===== src/shc_pkg.sv =====
`default_nettype none
package shc_pkg;

   // Register map
   localparam logic [15:0] ADDR_SYS_CMD = 16'h1000;
   localparam logic [15:0] ADDR_PWR_IF = 16'h1001;
   localparam logic [15:0] ADDR_EV_MASK = 16'h1002;
   localparam logic [15:0] ADDR_LP_WD = 16'h1003;
   localparam logic [15:0] ADDR_SENSE0 = 16'h1012;
   localparam logic [15:0] ADDR_SENSE1 = 16'h1013;
   localparam logic [15:0] ADDR_PROX_DB = 16'h1028;
   localparam logic [15:0] ADDR_PM_FLAGS = 16'h2000;
   localparam logic [15:0] ADDR_DEV_STAT = 16'h2001;
   localparam logic [15:0] ADDR_EV_FLAGS = 16'h2002;

   // System command bit positions
   localparam int CMD_HAPTIC = 5;
   localparam int CMD_RESEED = 4;
   localparam int CMD_CAL = 2;
   localparam int CMD_SRST = 1;
   localparam int CMD_ACK = 0;

   // Writable bits; reserved bits are stored as zero
   localparam logic [7:0] WMASK_SYS_CMD = 8'h37;
   localparam logic [7:0] WMASK_PWR_IF = 8'hE7;
   localparam logic [7:0] WMASK_EV_MASK = 8'h1F;
   localparam logic [7:0] WMASK_LP_WD = 8'h7F;
   localparam logic [7:0] WMASK_SENSE0 = 8'hF0;
   localparam logic [7:0] WMASK_SENSE1 = 8'hFF;
   localparam logic [7:0] WMASK_PROX_DB = 8'hFF;

   // Reset values
   localparam logic [7:0] RST_PWR_IF = 8'h00;
   localparam logic [7:0] RST_EV_MASK = 8'h00;
   localparam logic [7:0] RST_LP_WD = 8'h00;
   localparam logic [7:0] RST_SENSE0 = 8'h00;
   localparam logic [7:0] RST_SENSE1 = 8'h00;
   localparam logic [7:0] RST_PROX_DB = 8'h00;
   localparam logic [7:0] RD_ZERO = 8'h00;

   // Watchdog periods in milliseconds for codes 1..7
   localparam logic [15:0] WD_MS_OFF = 16'h0000;
   localparam logic [15:0] WD_MS_1 = 16'h0032;
   localparam logic [15:0] WD_MS_2 = 16'h007D;
   localparam logic [15:0] WD_MS_3 = 16'h00FA;
   localparam logic [15:0] WD_MS_4 = 16'h01F4;
   localparam logic [15:0] WD_MS_5 = 16'h03E8;
   localparam logic [15:0] WD_MS_6 = 16'h07D0;
   localparam logic [15:0] WD_MS_7 = 16'h0FA0;

   // Autonomous conversions per full update, code 0 value
   localparam logic [5:0] CONV_BASE = 6'h04;

   localparam logic [2:0] SENSE_OFF = 3'h0;
   localparam logic [2:0] SENSE_SELF_CAP = 3'h3;
   localparam logic [2:0] SENSE_INDUCT = 3'h4;

   typedef enum logic [1:0] {
      IF_STREAM = 2'h0,
      IF_EVENT = 2'h1,
      IF_RSVD = 2'h2,
      IF_STANDALONE = 2'h3
   } shc_if_e;

   typedef enum logic [2:0] {
      PM_NORMAL = 3'h0,
      PM_ULTRA_LOW = 3'h1,
      PM_AUTO = 3'h2,
      PM_HALT = 3'h3
   } shc_pm_e;

   typedef enum logic [1:0] {
      CAL_OFF = 2'h0,
      CAL_DIV = 2'h1,
      CAL_COMP = 2'h2,
      CAL_DIV_COMP = 2'h3
   } shc_cal_e;

   typedef struct packed {
      logic term_on_stop;
      shc_if_e if_sel;
      shc_pm_e power_mode;
      logic [4:0] event_mask;
      logic ro_check_en;
      logic [2:0] wd_code;
      logic lp_conv_en;
      logic [1:0] conv_code;
      shc_cal_e cal_mode;
      logic dual_thr;
      logic inverse;
      logic osc_tx;
      logic [2:0] sense_mode;
      logic [3:0] conv_freq;
      logic [3:0] db_exit;
      logic [3:0] db_enter;
   } shc_cfg_s;

endpackage : shc_pkg

`default_nettype wire


===== src/shc_regs.sv =====
// Functional notes
// - Writing one to haptic trigger bit starts an effect; bit self-clears.
// - Writing one to reseed bit reloads baseline average, bit self-clears.
// - Writing one to calibration bit launches auto tuning, bit self-clears.
// - Writing one to soft reset bit resets the device, bit self-clears.
// - Host acks reset by writing ack bit; device records it, self-clears.
// - Terminate-on-stop one closes window on bus stop; zero keeps it open.
// - Interface select 0 opens a window every measurement cycle.
// - Interface select 1 opens a window only on an enabled event.
// - Interface select 2 reserved; 3 is standalone with bus disabled.
// - Power mode field: normal, ultra-low, automatic, halt for 0 to 3.
// - Five mask bits enable windows on haptic, touch, prox, cal, power.
// - Watchdog field: off, then 50 to 4000 ms for codes 1 to 7.
// - One bit enables autonomous low-power conversions in ultra-low power.
// - Update all channels after 4, 8, 16 or 32 autonomous conversions.
// - One bit enables the read-only consistency check.
// - Calibration mode: off, divider, compensation, or both.
// - Dual threshold lets button events trigger on both delta signs.
// - Inverse makes button events trigger on negative deltas.
// - Sensing mode: 0 off, 3 self-capacitance, 4 inductance.
// - Four-bit conversion frequency field sets the sensing rate.
// - Oscillator-rate transmit bit runs transmit at oscillator frequency.
// - Debounce: upper nibble samples to exit, lower to enter proximity.
// - Event flags set on their event and clear when the host reads them.
// - A status flag shows that a system reset event occurred.
`timescale 1ns/10ps
`default_nettype none

module shc_regs #(
   parameter logic [6:0] DEV_ADDR = 7'h44
) (
   input wire logic i_clk,
   input wire logic i_rst_n,
   input wire logic i_scl,
   input wire logic i_sda,
   output logic o_sda_out,
   output logic o_sda_oe,
   input wire logic i_meas_cycle,
   input wire logic [4:0] i_events,
   output logic o_comms_window,
   output logic o_bus_enable,
   output shc_pkg::shc_cfg_s o_cfg,
   output logic [15:0] o_wd_period_ms,
   output logic [5:0] o_conv_count,
   output logic o_sense_self_cap,
   output logic o_sense_induct,
   output logic o_haptic_start,
   output logic o_reseed_baseline,
   output logic o_calibrate,
   output logic o_soft_reset
);

   typedef enum {
      ST_IDLE,
      ST_DEV,
      ST_DEV_ACK,
      ST_AHI,
      ST_AHI_ACK,
      ST_ALO,
      ST_ALO_ACK,
      ST_WDATA,
      ST_WDATA_ACK,
      ST_RDATA,
      ST_RMACK
   } shc_bus_e;

   localparam logic [3:0] BITS_PER_BYTE = 4'h8;

   // Bus pin synchronisers and edge history
   logic scl_meta_reg, scl_sync_reg, scl_prev_reg;
   logic sda_meta_reg, sda_sync_reg, sda_prev_reg;
   // Bus engine state
   shc_bus_e st_reg, st_next;
   logic [3:0] cnt_reg, cnt_next;
   logic [7:0] sh_reg, sh_next;
   logic [15:0] ptr_reg, ptr_next;
   logic rw_reg, rw_next;
   logic oe_reg, oe_next;
   logic mack_reg, mack_next;
   // Strobes from bus engine to register bank
   logic wr_stb, rd_stb, stop_seen;
   logic [7:0] rd_data;
   // Register bank state
   logic [7:0] cmd_reg, cmd_next;
   logic [7:0] pwr_reg, pwr_next;
   logic [7:0] mask_reg, mask_next;
   logic [7:0] lpwd_reg, lpwd_next;
   logic [7:0] sen0_reg, sen0_next;
   logic [7:0] sen1_reg, sen1_next;
   logic [7:0] db_reg, db_next;
   logic [4:0] ev_reg, ev_next;
   logic rst_seen_reg, rst_seen_next;
   logic win_reg, win_next;

   logic scl_rise, scl_fall, bus_start, bus_stop, bus_en;
   shc_pkg::shc_if_e if_sel;

   function automatic logic [15:0] wd_ms(input logic [2:0] code);
      unique case (code)
         3'h0: wd_ms = shc_pkg::WD_MS_OFF;
         3'h1: wd_ms = shc_pkg::WD_MS_1;
         3'h2: wd_ms = shc_pkg::WD_MS_2;
         3'h3: wd_ms = shc_pkg::WD_MS_3;
         3'h4: wd_ms = shc_pkg::WD_MS_4;
         3'h5: wd_ms = shc_pkg::WD_MS_5;
         3'h6: wd_ms = shc_pkg::WD_MS_6;
         3'h7: wd_ms = shc_pkg::WD_MS_7;
      endcase
   endfunction : wd_ms

   function automatic logic [7:0] masked(input logic [7:0] data,
                                          input logic [7:0] wmask);
      masked = data & wmask;
   endfunction : masked

   // Field decode of the stored registers
   always_comb begin
      o_cfg.term_on_stop = pwr_reg[7];
      o_cfg.if_sel = shc_pkg::shc_if_e'(pwr_reg[6:5]);
      o_cfg.power_mode = shc_pkg::shc_pm_e'(pwr_reg[2:0]);
      o_cfg.event_mask = mask_reg[4:0];
      o_cfg.ro_check_en = lpwd_reg[6];
      o_cfg.wd_code = lpwd_reg[5:3];
      o_cfg.lp_conv_en = lpwd_reg[2];
      o_cfg.conv_code = lpwd_reg[1:0];
      o_cfg.cal_mode = shc_pkg::shc_cal_e'(sen0_reg[7:6]);
      o_cfg.dual_thr = sen0_reg[5];
      o_cfg.inverse = sen0_reg[4];
      o_cfg.osc_tx = sen1_reg[7];
      o_cfg.sense_mode = sen1_reg[6:4];
      o_cfg.conv_freq = sen1_reg[3:0];
      o_cfg.db_exit = db_reg[7:4];
      o_cfg.db_enter = db_reg[3:0];
   end

   assign if_sel = shc_pkg::shc_if_e'(pwr_reg[6:5]);
   assign bus_en = (if_sel != shc_pkg::IF_STANDALONE);
   assign o_bus_enable = bus_en;
   assign o_wd_period_ms = wd_ms(lpwd_reg[5:3]);
   assign o_conv_count = shc_pkg::CONV_BASE << lpwd_reg[1:0];
   assign o_sense_self_cap =
      (sen1_reg[6:4] == shc_pkg::SENSE_SELF_CAP);
   assign o_sense_induct =
      (sen1_reg[6:4] == shc_pkg::SENSE_INDUCT);
   assign o_comms_window = win_reg;
   assign o_haptic_start = cmd_reg[shc_pkg::CMD_HAPTIC];
   assign o_reseed_baseline = cmd_reg[shc_pkg::CMD_RESEED];
   assign o_calibrate = cmd_reg[shc_pkg::CMD_CAL];
   assign o_soft_reset = cmd_reg[shc_pkg::CMD_SRST];
   assign o_sda_out = 1'b0;
   assign o_sda_oe = oe_reg;

   assign scl_rise = scl_sync_reg & ~scl_prev_reg;
   assign scl_fall = ~scl_sync_reg & scl_prev_reg;
   assign bus_start = scl_sync_reg & scl_prev_reg & sda_prev_reg
                      & ~sda_sync_reg;
   assign bus_stop = scl_sync_reg & scl_prev_reg & ~sda_prev_reg
                     & sda_sync_reg;
   assign stop_seen = bus_stop & bus_en;

   // Read mux; unmapped and write-only addresses read zero
   always_comb begin
      unique case (ptr_reg)
         shc_pkg::ADDR_PWR_IF: rd_data = pwr_reg;
         shc_pkg::ADDR_EV_MASK: rd_data = mask_reg;
         shc_pkg::ADDR_LP_WD: rd_data = lpwd_reg;
         shc_pkg::ADDR_SENSE0: rd_data = sen0_reg;
         shc_pkg::ADDR_SENSE1: rd_data = sen1_reg;
         shc_pkg::ADDR_PROX_DB: rd_data = db_reg;
         shc_pkg::ADDR_PM_FLAGS: rd_data = {6'h00, pwr_reg[1:0]};
         shc_pkg::ADDR_DEV_STAT: rd_data = {7'h00, rst_seen_reg};
         shc_pkg::ADDR_EV_FLAGS: rd_data = {3'h0, ev_reg};
         default: rd_data = shc_pkg::RD_ZERO;
      endcase
   end

   // Serial bus engine: 7-bit address, 16-bit register pointer, auto-increment
   always_comb begin
      st_next = st_reg;
      cnt_next = cnt_reg;
      sh_next = sh_reg;
      ptr_next = ptr_reg;
      rw_next = rw_reg;
      oe_next = oe_reg;
      mack_next = mack_reg;
      wr_stb = 1'b0;
      rd_stb = 1'b0;
      if (!bus_en) begin
         st_next = ST_IDLE;
         oe_next = 1'b0;
      end else if (bus_start) begin
         st_next = ST_DEV;
         cnt_next = 4'h0;
         oe_next = 1'b0;
      end else if (bus_stop) begin
         st_next = ST_IDLE;
         oe_next = 1'b0;
      end else if (scl_rise) begin
         unique case (st_reg)
            ST_DEV, ST_AHI, ST_ALO, ST_WDATA: begin
               sh_next = {sh_reg[6:0], sda_sync_reg};
               cnt_next = cnt_reg + 4'h1;
            end
            ST_RMACK: mack_next = ~sda_sync_reg;
            default: ;
         endcase
      end else if (scl_fall) begin
         unique case (st_reg)
            ST_DEV: begin
               if (cnt_reg == BITS_PER_BYTE) begin
                  if (sh_reg[7:1] == DEV_ADDR) begin
                     st_next = ST_DEV_ACK;
                     oe_next = 1'b1;
                     rw_next = sh_reg[0];
                  end else begin
                     st_next = ST_IDLE;
                  end
               end
            end
            ST_AHI: begin
               if (cnt_reg == BITS_PER_BYTE) begin
                  st_next = ST_AHI_ACK;
                  oe_next = 1'b1;
                  ptr_next = {sh_reg, ptr_reg[7:0]};
               end
            end
            ST_ALO: begin
               if (cnt_reg == BITS_PER_BYTE) begin
                  st_next = ST_ALO_ACK;
                  oe_next = 1'b1;
                  ptr_next = {ptr_reg[15:8], sh_reg};
               end
            end
            ST_WDATA: begin
               if (cnt_reg == BITS_PER_BYTE) begin
                  st_next = ST_WDATA_ACK;
                  oe_next = 1'b1;
                  wr_stb = 1'b1;
                  ptr_next = ptr_reg + 16'h0001;
               end
            end
            ST_DEV_ACK, ST_RMACK: begin
               if (st_reg == ST_RMACK && !mack_reg) begin
                  st_next = ST_IDLE;
                  oe_next = 1'b0;
               end else if (rw_reg) begin
                  st_next = ST_RDATA;
                  rd_stb = 1'b1;
                  sh_next = rd_data;
                  oe_next = ~rd_data[7];
                  cnt_next = 4'h1;
                  ptr_next = ptr_reg + 16'h0001;
               end else begin
                  st_next = ST_AHI;
                  oe_next = 1'b0;
                  cnt_next = 4'h0;
               end
            end
            ST_AHI_ACK: begin
               st_next = ST_ALO;
               oe_next = 1'b0;
               cnt_next = 4'h0;
            end
            ST_ALO_ACK, ST_WDATA_ACK: begin
               st_next = ST_WDATA;
               oe_next = 1'b0;
               cnt_next = 4'h0;
            end
            ST_RDATA: begin
               if (cnt_reg == BITS_PER_BYTE) begin
                  st_next = ST_RMACK;
                  oe_next = 1'b0;
                  mack_next = 1'b0;
               end else begin
                  oe_next = ~sh_reg[6];
                  sh_next = {sh_reg[6:0], 1'b0};
                  cnt_next = cnt_reg + 4'h1;
               end
            end
            default: ;
         endcase
      end
   end

   always_ff @(posedge i_clk or negedge i_rst_n) begin
      if (!i_rst_n) begin
         scl_meta_reg <= 1'b1;
         scl_sync_reg <= 1'b1;
         scl_prev_reg <= 1'b1;
         sda_meta_reg <= 1'b1;
         sda_sync_reg <= 1'b1;
         sda_prev_reg <= 1'b1;
         st_reg <= ST_IDLE;
         cnt_reg <= 4'h0;
         sh_reg <= 8'h00;
         ptr_reg <= 16'h0000;
         rw_reg <= 1'b0;
         oe_reg <= 1'b0;
         mack_reg <= 1'b0;
      end else begin
         scl_meta_reg <= i_scl;
         scl_sync_reg <= scl_meta_reg;
         scl_prev_reg <= scl_sync_reg;
         sda_meta_reg <= i_sda;
         sda_sync_reg <= sda_meta_reg;
         sda_prev_reg <= sda_sync_reg;
         st_reg <= st_next;
         cnt_reg <= cnt_next;
         sh_reg <= sh_next;
         ptr_reg <= ptr_next;
         rw_reg <= rw_next;
         oe_reg <= oe_next;
         mack_reg <= mack_next;
      end
   end

   // Register bank, command self-clear, event flags and window control
   always_comb begin
      logic srst;
      logic wr_cmd;
      logic ev_hit;
      srst = cmd_reg[shc_pkg::CMD_SRST];
      wr_cmd = wr_stb && (ptr_reg == shc_pkg::ADDR_SYS_CMD);
      ev_hit = |(i_events & mask_reg[4:0]);
      // Command bits live one cycle, then clear without host action
      cmd_next = 8'h00;
      if (wr_cmd) begin
         cmd_next = masked(sh_reg, shc_pkg::WMASK_SYS_CMD);
      end
      pwr_next = pwr_reg;
      mask_next = mask_reg;
      lpwd_next = lpwd_reg;
      sen0_next = sen0_reg;
      sen1_next = sen1_reg;
      db_next = db_reg;
      if (wr_stb) begin
         unique case (ptr_reg)
            shc_pkg::ADDR_PWR_IF:
               pwr_next = masked(sh_reg, shc_pkg::WMASK_PWR_IF);
            shc_pkg::ADDR_EV_MASK:
               mask_next = masked(sh_reg, shc_pkg::WMASK_EV_MASK);
            shc_pkg::ADDR_LP_WD:
               lpwd_next = masked(sh_reg, shc_pkg::WMASK_LP_WD);
            shc_pkg::ADDR_SENSE0:
               sen0_next = masked(sh_reg, shc_pkg::WMASK_SENSE0);
            shc_pkg::ADDR_SENSE1:
               sen1_next = masked(sh_reg, shc_pkg::WMASK_SENSE1);
            shc_pkg::ADDR_PROX_DB:
               db_next = masked(sh_reg, shc_pkg::WMASK_PROX_DB);
            default: ;
         endcase
      end
      // Clear on read; an event in the same cycle survives
      ev_next = ev_reg | i_events;
      if (rd_stb && ptr_reg == shc_pkg::ADDR_EV_FLAGS) begin
         ev_next = i_events;
      end
      rst_seen_next = rst_seen_reg;
      if (wr_cmd && sh_reg[shc_pkg::CMD_ACK]) begin
         rst_seen_next = 1'b0;
      end
      // Window: opens per mode, closes on stop or next cycle
      win_next = win_reg;
      if (stop_seen && pwr_reg[7]) begin
         win_next = 1'b0;
      end else if (i_meas_cycle && !pwr_reg[7]) begin
         win_next = 1'b0;
      end
      if (if_sel == shc_pkg::IF_STREAM && i_meas_cycle) begin
         win_next = 1'b1;
      end else if (if_sel == shc_pkg::IF_EVENT && ev_hit) begin
         win_next = 1'b1;
      end
      if (!bus_en) begin
         win_next = 1'b0;
      end
      // Soft reset re-initialises the bank and flags a reset event
      if (srst) begin
         pwr_next = shc_pkg::RST_PWR_IF;
         mask_next = shc_pkg::RST_EV_MASK;
         lpwd_next = shc_pkg::RST_LP_WD;
         sen0_next = shc_pkg::RST_SENSE0;
         sen1_next = shc_pkg::RST_SENSE1;
         db_next = shc_pkg::RST_PROX_DB;
         ev_next = i_events;
         rst_seen_next = 1'b1;
         win_next = 1'b0;
      end
   end

   always_ff @(posedge i_clk or negedge i_rst_n) begin
      if (!i_rst_n) begin
         cmd_reg <= 8'h00;
         pwr_reg <= shc_pkg::RST_PWR_IF;
         mask_reg <= shc_pkg::RST_EV_MASK;
         lpwd_reg <= shc_pkg::RST_LP_WD;
         sen0_reg <= shc_pkg::RST_SENSE0;
         sen1_reg <= shc_pkg::RST_SENSE1;
         db_reg <= shc_pkg::RST_PROX_DB;
         ev_reg <= 5'h00;
         rst_seen_reg <= 1'b1;
         win_reg <= 1'b0;
      end else begin
         cmd_reg <= cmd_next;
         pwr_reg <= pwr_next;
         mask_reg <= mask_next;
         lpwd_reg <= lpwd_next;
         sen0_reg <= sen0_next;
         sen1_reg <= sen1_next;
         db_reg <= db_next;
         ev_reg <= ev_next;
         rst_seen_reg <= rst_seen_next;
         win_reg <= win_next;
      end
   end

endmodule : shc_regs

`default_nettype wire


===== config.mk =====
export PLATFORM = sky130hd
export DESIGN_NAME = shc_regs
export DESIGN_NICKNAME = d
export VERILOG_FILES = /design/src/shc_pkg.sv /design/src/shc_regs.sv
export SDC_FILE = /design/constraint.sdc
export NUM_CORES = 1
export LEC_CHECK = 0
export ABC_CLOCK_PERIOD_IN_PS = 2400
export BUFFER_PORTS_ARGS = -buffer_cell sky130_fd_sc_hd__buf_2
export CAP_MARGIN = 5
export CORE_ASPECT_RATIO = 0.6
export CORE_MARGIN = 2
export CORE_UTILIZATION = 52
export CTS_CLUSTER_DIAMETER = 60
export DETAILED_ROUTE_END_ITERATION = 8
export PLACE_DENSITY = 0.76
export RECOVER_POWER = 100
export SYNTH_ARGS = -nofsm -noshare
export SYNTH_HDL_FRONTEND = slang
export SYNTH_SLANG_ARGS = --single-unit

===== constraint.sdc =====
create_clock -name i_clk -period 2.4 [get_ports i_clk]
set_input_delay 0.24 -clock i_clk [delete_from_list [all_inputs] [get_ports i_clk]]
set_output_delay 0.24 -clock i_clk [all_outputs]
set_load 0.01 [all_outputs]

Word-level counts from Yosys, hierarchy flattened
Memory sizes are Yosys's and may differ from the RTL's. Cells that the tools add are included.

Memory bits (read-only): 96. Memories kept: 1. Input port bits: 10. Output and inout port bits: 70. Word-level logic and storage cells: 247. Register bits: 130.

Memory list: (name not given) (depth 8, bits a word 12, rd ports 1, clocked after Yosys merged registers in 0, write ports 0, RTL line shc_regs.sv:99) `unique case (code)`.

Shift operators: 1. Reduce and logical (&&, ||, !) cells: 47. Add/subtract/negate cells: 2. Muxes and demuxes: 98. Eq/ne operators: 53. Bitwise gates (word level): 21.

Operators with widths (number): 32-bit two-way mux (10); 32-bit one-hot mux with 8 select lines (1); 8-bit two-way mux (25); 32-bit by 3-bit equality test with 1-bit output, second input constant (4); 16-bit by 13-bit equality test with 1-bit output, second input constant (7); 32-bit by 4-bit equality test with 1-bit output, second input constant (3); 8-bit one-hot mux with 9 select lines (1); 32-bit by 2-bit equality test with 1-bit output, second input constant (2); 16-bit two-way mux (4); 16-bit one-hot mux with 4 select lines (1); 16-bit by 14-bit equality test with 1-bit output, second input constant (3); 1-bit two-way mux (40); 4-bit two-way mux (9); 32-bit by 1-bit equality test with 1-bit output, second input constant (1); 32-bit by 5-bit equality test with 1-bit output, second input constant (1); 5-bit != test, second input constant (6); 11-bit AND reduction (2); 2-bit nonzero test (11); 16-bit by 1-bit adder with 16-bit output, second input constant (1); 4-bit != test, second input constant (4); 8-bit one-hot mux with 2 select lines (1); 8-bit AND reduction (2); 2-bit != test, second input constant (7); 7-bit AND reduction (2); other kinds (35) (74).

Depth between registers and ports, before layout
Word-level depth: 12. Gate-level depth with buffers: 9. Gate-level depth less buffers: 8.

Least setup slack after synthesis
OpenSTA, ideal clock, no wires.

Kind: reg2reg. Start point: register ptr_reg[10]. End point: register lpwd_reg[1]. Data arrival time: 2.284 ns. Stages on the path, launching flop included: 9. Clock period less this slack: 2.416 ns. Slack: -0.016 ns. Required time: 2.267 ns. Cells stage by stage: dfrtp_1 > or4_1 > buf_6 > or4_4 > buf_6 > or3_1 > buf_6 > nand2_1 > a21oi_1.

Word-level cells in the longest chain between the ends: 3.

Ends and longest elaborated chain: start: declaration (RTL line shc_regs.sv:76) `logic [15:0] ptr_reg, ptr_next;`; start signal: assignment (RTL line shc_regs.sv:310) `ptr_reg <= ptr_next;`; 16-bit by 13-bit equality test with 1-bit output (RTL line shc_regs.sv:337) `unique case (ptr_reg)`; 2-bit nonzero test (no source line); 2-bit AND reduction (no source line); end signal: assignment (RTL line shc_regs.sv:396) `lpwd_reg <= shc_pkg::RST_LP_WD;`; end signal: assignment (RTL line shc_regs.sv:407) `lpwd_reg <= lpwd_next;`; end: declaration (RTL line shc_regs.sv:87) `logic [7:0] lpwd_reg, lpwd_next;`.

No other way between the ends. A chain may end at the register's enable or synchronous reset.

Worst setup path in the final report
Start point: register scl_prev_reg. End point: register sen0_reg[7].

Word-level cells in the longest chain between the ends: 8.

Ends and longest elaborated chain: start: declaration (RTL line shc_regs.sv:70) `logic scl_meta_reg, scl_sync_reg, scl_prev_reg;`; start signal: assignment (RTL line shc_regs.sv:303) `scl_prev_reg <= scl_sync_reg;`; 1-bit AND (tied with other cells) (RTL line shc_regs.sv:154) `assign scl_fall = ~scl_sync_reg & scl_prev_reg;`; 1-bit two-way mux (tied with other cells) (RTL line shc_regs.sv:207) `end else if (scl_fall) begin`; 1-bit two-way mux / 1-bit AND (equally long branches) (RTL line shc_regs.sv:198, shc_regs.sv:158); 1-bit two-way mux (RTL line shc_regs.sv:195) `end else if (bus_stop) begin`; 1-bit two-way mux * (RTL line shc_regs.sv:191) `end else if (bus_start) begin`; 1-bit two-way mux * (RTL line shc_regs.sv:188) `if (!bus_en) begin`; 2-bit nonzero test (no source line) *; 2-bit AND reduction (no source line) *; end signal: assignment (RTL line shc_regs.sv:397) `sen0_reg <= shc_pkg::RST_SENSE0;`; end signal: assignment (RTL line shc_regs.sv:408) `sen0_reg <= sen0_next;`; end: declaration (RTL line shc_regs.sv:88) `logic [7:0] sen0_reg, sen0_next;`.

Every way passes the cells marked *; elsewhere a longest branch is shown, timed or not.

==> out/qor.csv <==
stage,metric,value,unit
run_status,status,"complete, no violations",
global_routing,track_usage,29.6,%
synth,avgSynthCellArea,9.08,sq um
synth,ys_ff_latch,90,
route,firstDrtPassIters,5,
critical_path,critical_path_arrival,2.57,ns
floorplanning,ios,80,
route,drc,0,
critical_path,critPathLaunchType,flip-flop,
cells_and_area,fillers,877,
critical_path,critPathTopFamily,simple AND/OR/NAND/NOR gates,
clock_network,clock-root-buffer,clkbuf_16,
floorplanning,dieArea,0.0115,sq mm
cells_and_area,instances_no_fill,859,
clock_network,h-tree-depth,3,
global_routing,grt_antenna_before_repair,0,
synth,yosys-top-cells-count,"dfrtp_1 (83), nor2_1 (72), nand2_1 (53)",
synth,synth_cell_type_count,70,
floorplanning,die_h,84.0,microns
cells_and_area,largest_reg_flops,16,
placed_design,place.gp.congestion,0.941,
timing,clock.fmax,425,MHz
route,drtIter0Drc,544,
pwr,powerDensity,497,mW/mm^2
synth,ys.flop_type,dfrtp_1,
synth,synthArstFlopShare,100,%
synth,synth-edff-count,0,
synth,yosys_warnings,0,
floorplanning,num_rows,29,
critical_path,endpoint_kind,flip-flop,
critical_path,critPathMaxFanout,8,
timing,clock_skew,0.00850,ns
route,route.vias.total,5331,
global_routing,first_global_vias,4937,
synth,synth_compound_area_share,17.9,%
timing,maxSlewHeadroom,15.2,%
synth,synth_simple_gate_area_share,23.9,%
timing,min_period_over_period,97.9,%
synth,yosys-mux-area-fraction,8.35,%
synth,synthCells,610,
synth,syn_area,0.00554,sq mm
global_routing,grt_max_degree,91,
cells_and_area,areaGrowthSynthToFinish,18.6,%
clock_network,cts_tree,built,
critical_path,required,2.62,ns
clock_network,cts_buffers,9,
cells_and_area,nets,734,
timing,final_hold_viol_count,0,
synth,yosysTopAreaCellShare,37.5,%
floorplanning,die_width,137,microns
timing,finalSetupViolations,0,
route,finalWirelength,17000,microns
floorplanning,initial_core_util,52.8,%
critical_path,critPathBufInv,3,
critical_path,worst_path_most_repeated_cell,buf_4,
synth,synth_top_family_by_area,simple AND/OR/NAND/NOR gates,
clock_network,cts.path.max_buffers,2,
cells_and_area,drive_gt1_share,17.2,%
timing,setup_tns,0,ns
timing,drv_slew,0,
floorplanning,core_area,0.0105,sq mm
route,wire_per_inst,19.7,microns
critical_path,path_cells,"inv_2, ha_4, buf_4, a2111oi_4, nand4_4, nor3_2, buf_4, mux2i_1, nor2_1",
global_routing,grt-ovfl-total,0,
timing,fin_crit,2.35,ns
placed_design,place_hpwl,11900,microns
timing,rsz0062_at_grt,true,
synth,synth_area_leader_cell,dfrtp_1,
placed_design,placedCellCount,834,
synth,synthXorXnorAreaFrac,0.316,%
clock_network,path_clk_slew,0.07,ns
critical_path,worstSetupPathType,flip-flop to flip-flop,
clock_network,cts.sinks,90,
synth,synth_fa_ha_area_share,2.03,%
synth,synth_most_common_cell,dfrtp_1,
synth,ys_seq_area_share,40.8,%
synth,synth.area.top_cells,"dfrtp_1 (37%), mux2i_1 (7.9%), nor2_1 (4.9%)",
run,drv_cap,0,
global_routing,grt_pass1_wl,26300,microns
critical_path,slowest_delay,0.56,ns
placed_design,portBuffers,72,
clock_network,clk_latency,0.35,ns
pwr,power.total,0.00327,W
timing,hold_ws,0.0836,ns
cells_and_area,antennaDiodeCount,0,
min_path,hp-class,primary input to flip-flop,
route,viasPerCell,6.21,
timing,worst_slack,0.0496,ns
timing,worst_slew_pin_slew,1.27,ns
critical_path,worst_path_max_delay_cell,dfstp_2,
pwr,vdd_drop_max,0.000372,V
route,drtAntennaViolNets,0,
placed_design,place_ws,-0.0934,ns
pwr,p_leak,2.90,nW
## path summary, 6_finish.rpt
path	start	endpoint	slack (ns)	cells past startpoint
max in group asynchronous	i_rst_n	ptr_reg[11]	0.76	3
setup / recovery	scl_prev_reg	sen0_reg[7]	0.05	9
hold reg to reg	sda_meta_reg	sda_sync_reg	0.36	0
setup reg to reg	scl_prev_reg	sen0_reg[7]	0.05	9
hold / removal	i_events[4]	ev_reg[4]	0.08	2
min in group asynchronous	i_rst_n	ptr_reg[10]	0.81	3
## logic make-up (layout without fill, tap and decap cells)
kind of cell               Yosys count  after routing
xor gates and xnor gates             2              2
AOI/OAI and AO/OA                  151            151
buffers and inverters               63            167
DFF                                 90             90
muxes                               46             46
and+or+nand+nor                    248            248
adders and majority gates            9              9
other                                1              7
## routing by layer
layer  GRT usage, %  share of wire (%)  vias to the layer above
met5              0                  0                        -
met3           6.56                 10                       25
li1               -                  -                     2387
met4           6.37                1.2                        0
met1           46.4                 46                     2628
met2           41.4                 42                      291
## layout make-up
cell class	instances	area [sq um]	area share [%]
Inverter	16	60.1	0.914
Sequential cell	90	2260	34.4
Clock inverter	6	72.6	1.10
Multi-Input combinational cell	463	3000	45.7
Timing Repair Buffer	135	774	11.8
Clock buffer	10	229	3.48
Tap cell	139	174	2.65
## power breakdown
part	switching, W	internal, W
registers	0.0000491	0.00154
clock network	0.000650	0.000825
logic	0.000123	0.0000747
## cell usage in the layout, fill, tap and decap left out, drive strengths merged, types with 7 or more instances in the layout
master  Yosys  routed
o21ai      50      50
buf        19      68
conb        1       7
nand2b      8       8
nand2      53      53
a21oi      29      29
nand3      14      14
dfrtp      83      83
a22oi       7       7
a31oi       9       9
nor2       73      73
mux2i      44      44
nor2b      20      20
ha          9       9
nor4        9       9
clkbuf     26      74
nor3       21      21
and2       11      11
inv        16      20
dfstp       7       7
a21o       12      12
## worst reg2reg max path, stage by stage (launching register included)
cell	delay [ns]
dfstp_2	0.56
inv_2	0.05
ha_4	0.17
buf_4	0.14
a2111oi_4	0.29
nand4_4	0.28
nor3_2	0.28
buf_4	0.19
mux2i_1	0.21
nor2_1	0.07
## repair_timing
item | in CTS | in global routing
endpoints found under the hold margin | 85 | 0
gates cloned | 0 | 0
pin swaps | 3 | 5
hold buffers | 3 | 0
setup endpoints to repair | 25 | 48
resized for setup | 6 | 12
setup buffers | 2 | 4
## through the flow
| stage | utilization [%] | instance area, sq um |
|---|---|---|
| floorplan | - | 5560 |
| global placement | 59.4 | 6220 |
| detailed placement | 59.4 | 6220 |
| CTS | 62.8 | 6590 |
| global route | 62.7 | 6570 |
| finish | 62.7 | 6570 |
Note: power is estimated with default switching activity, not from simulation.
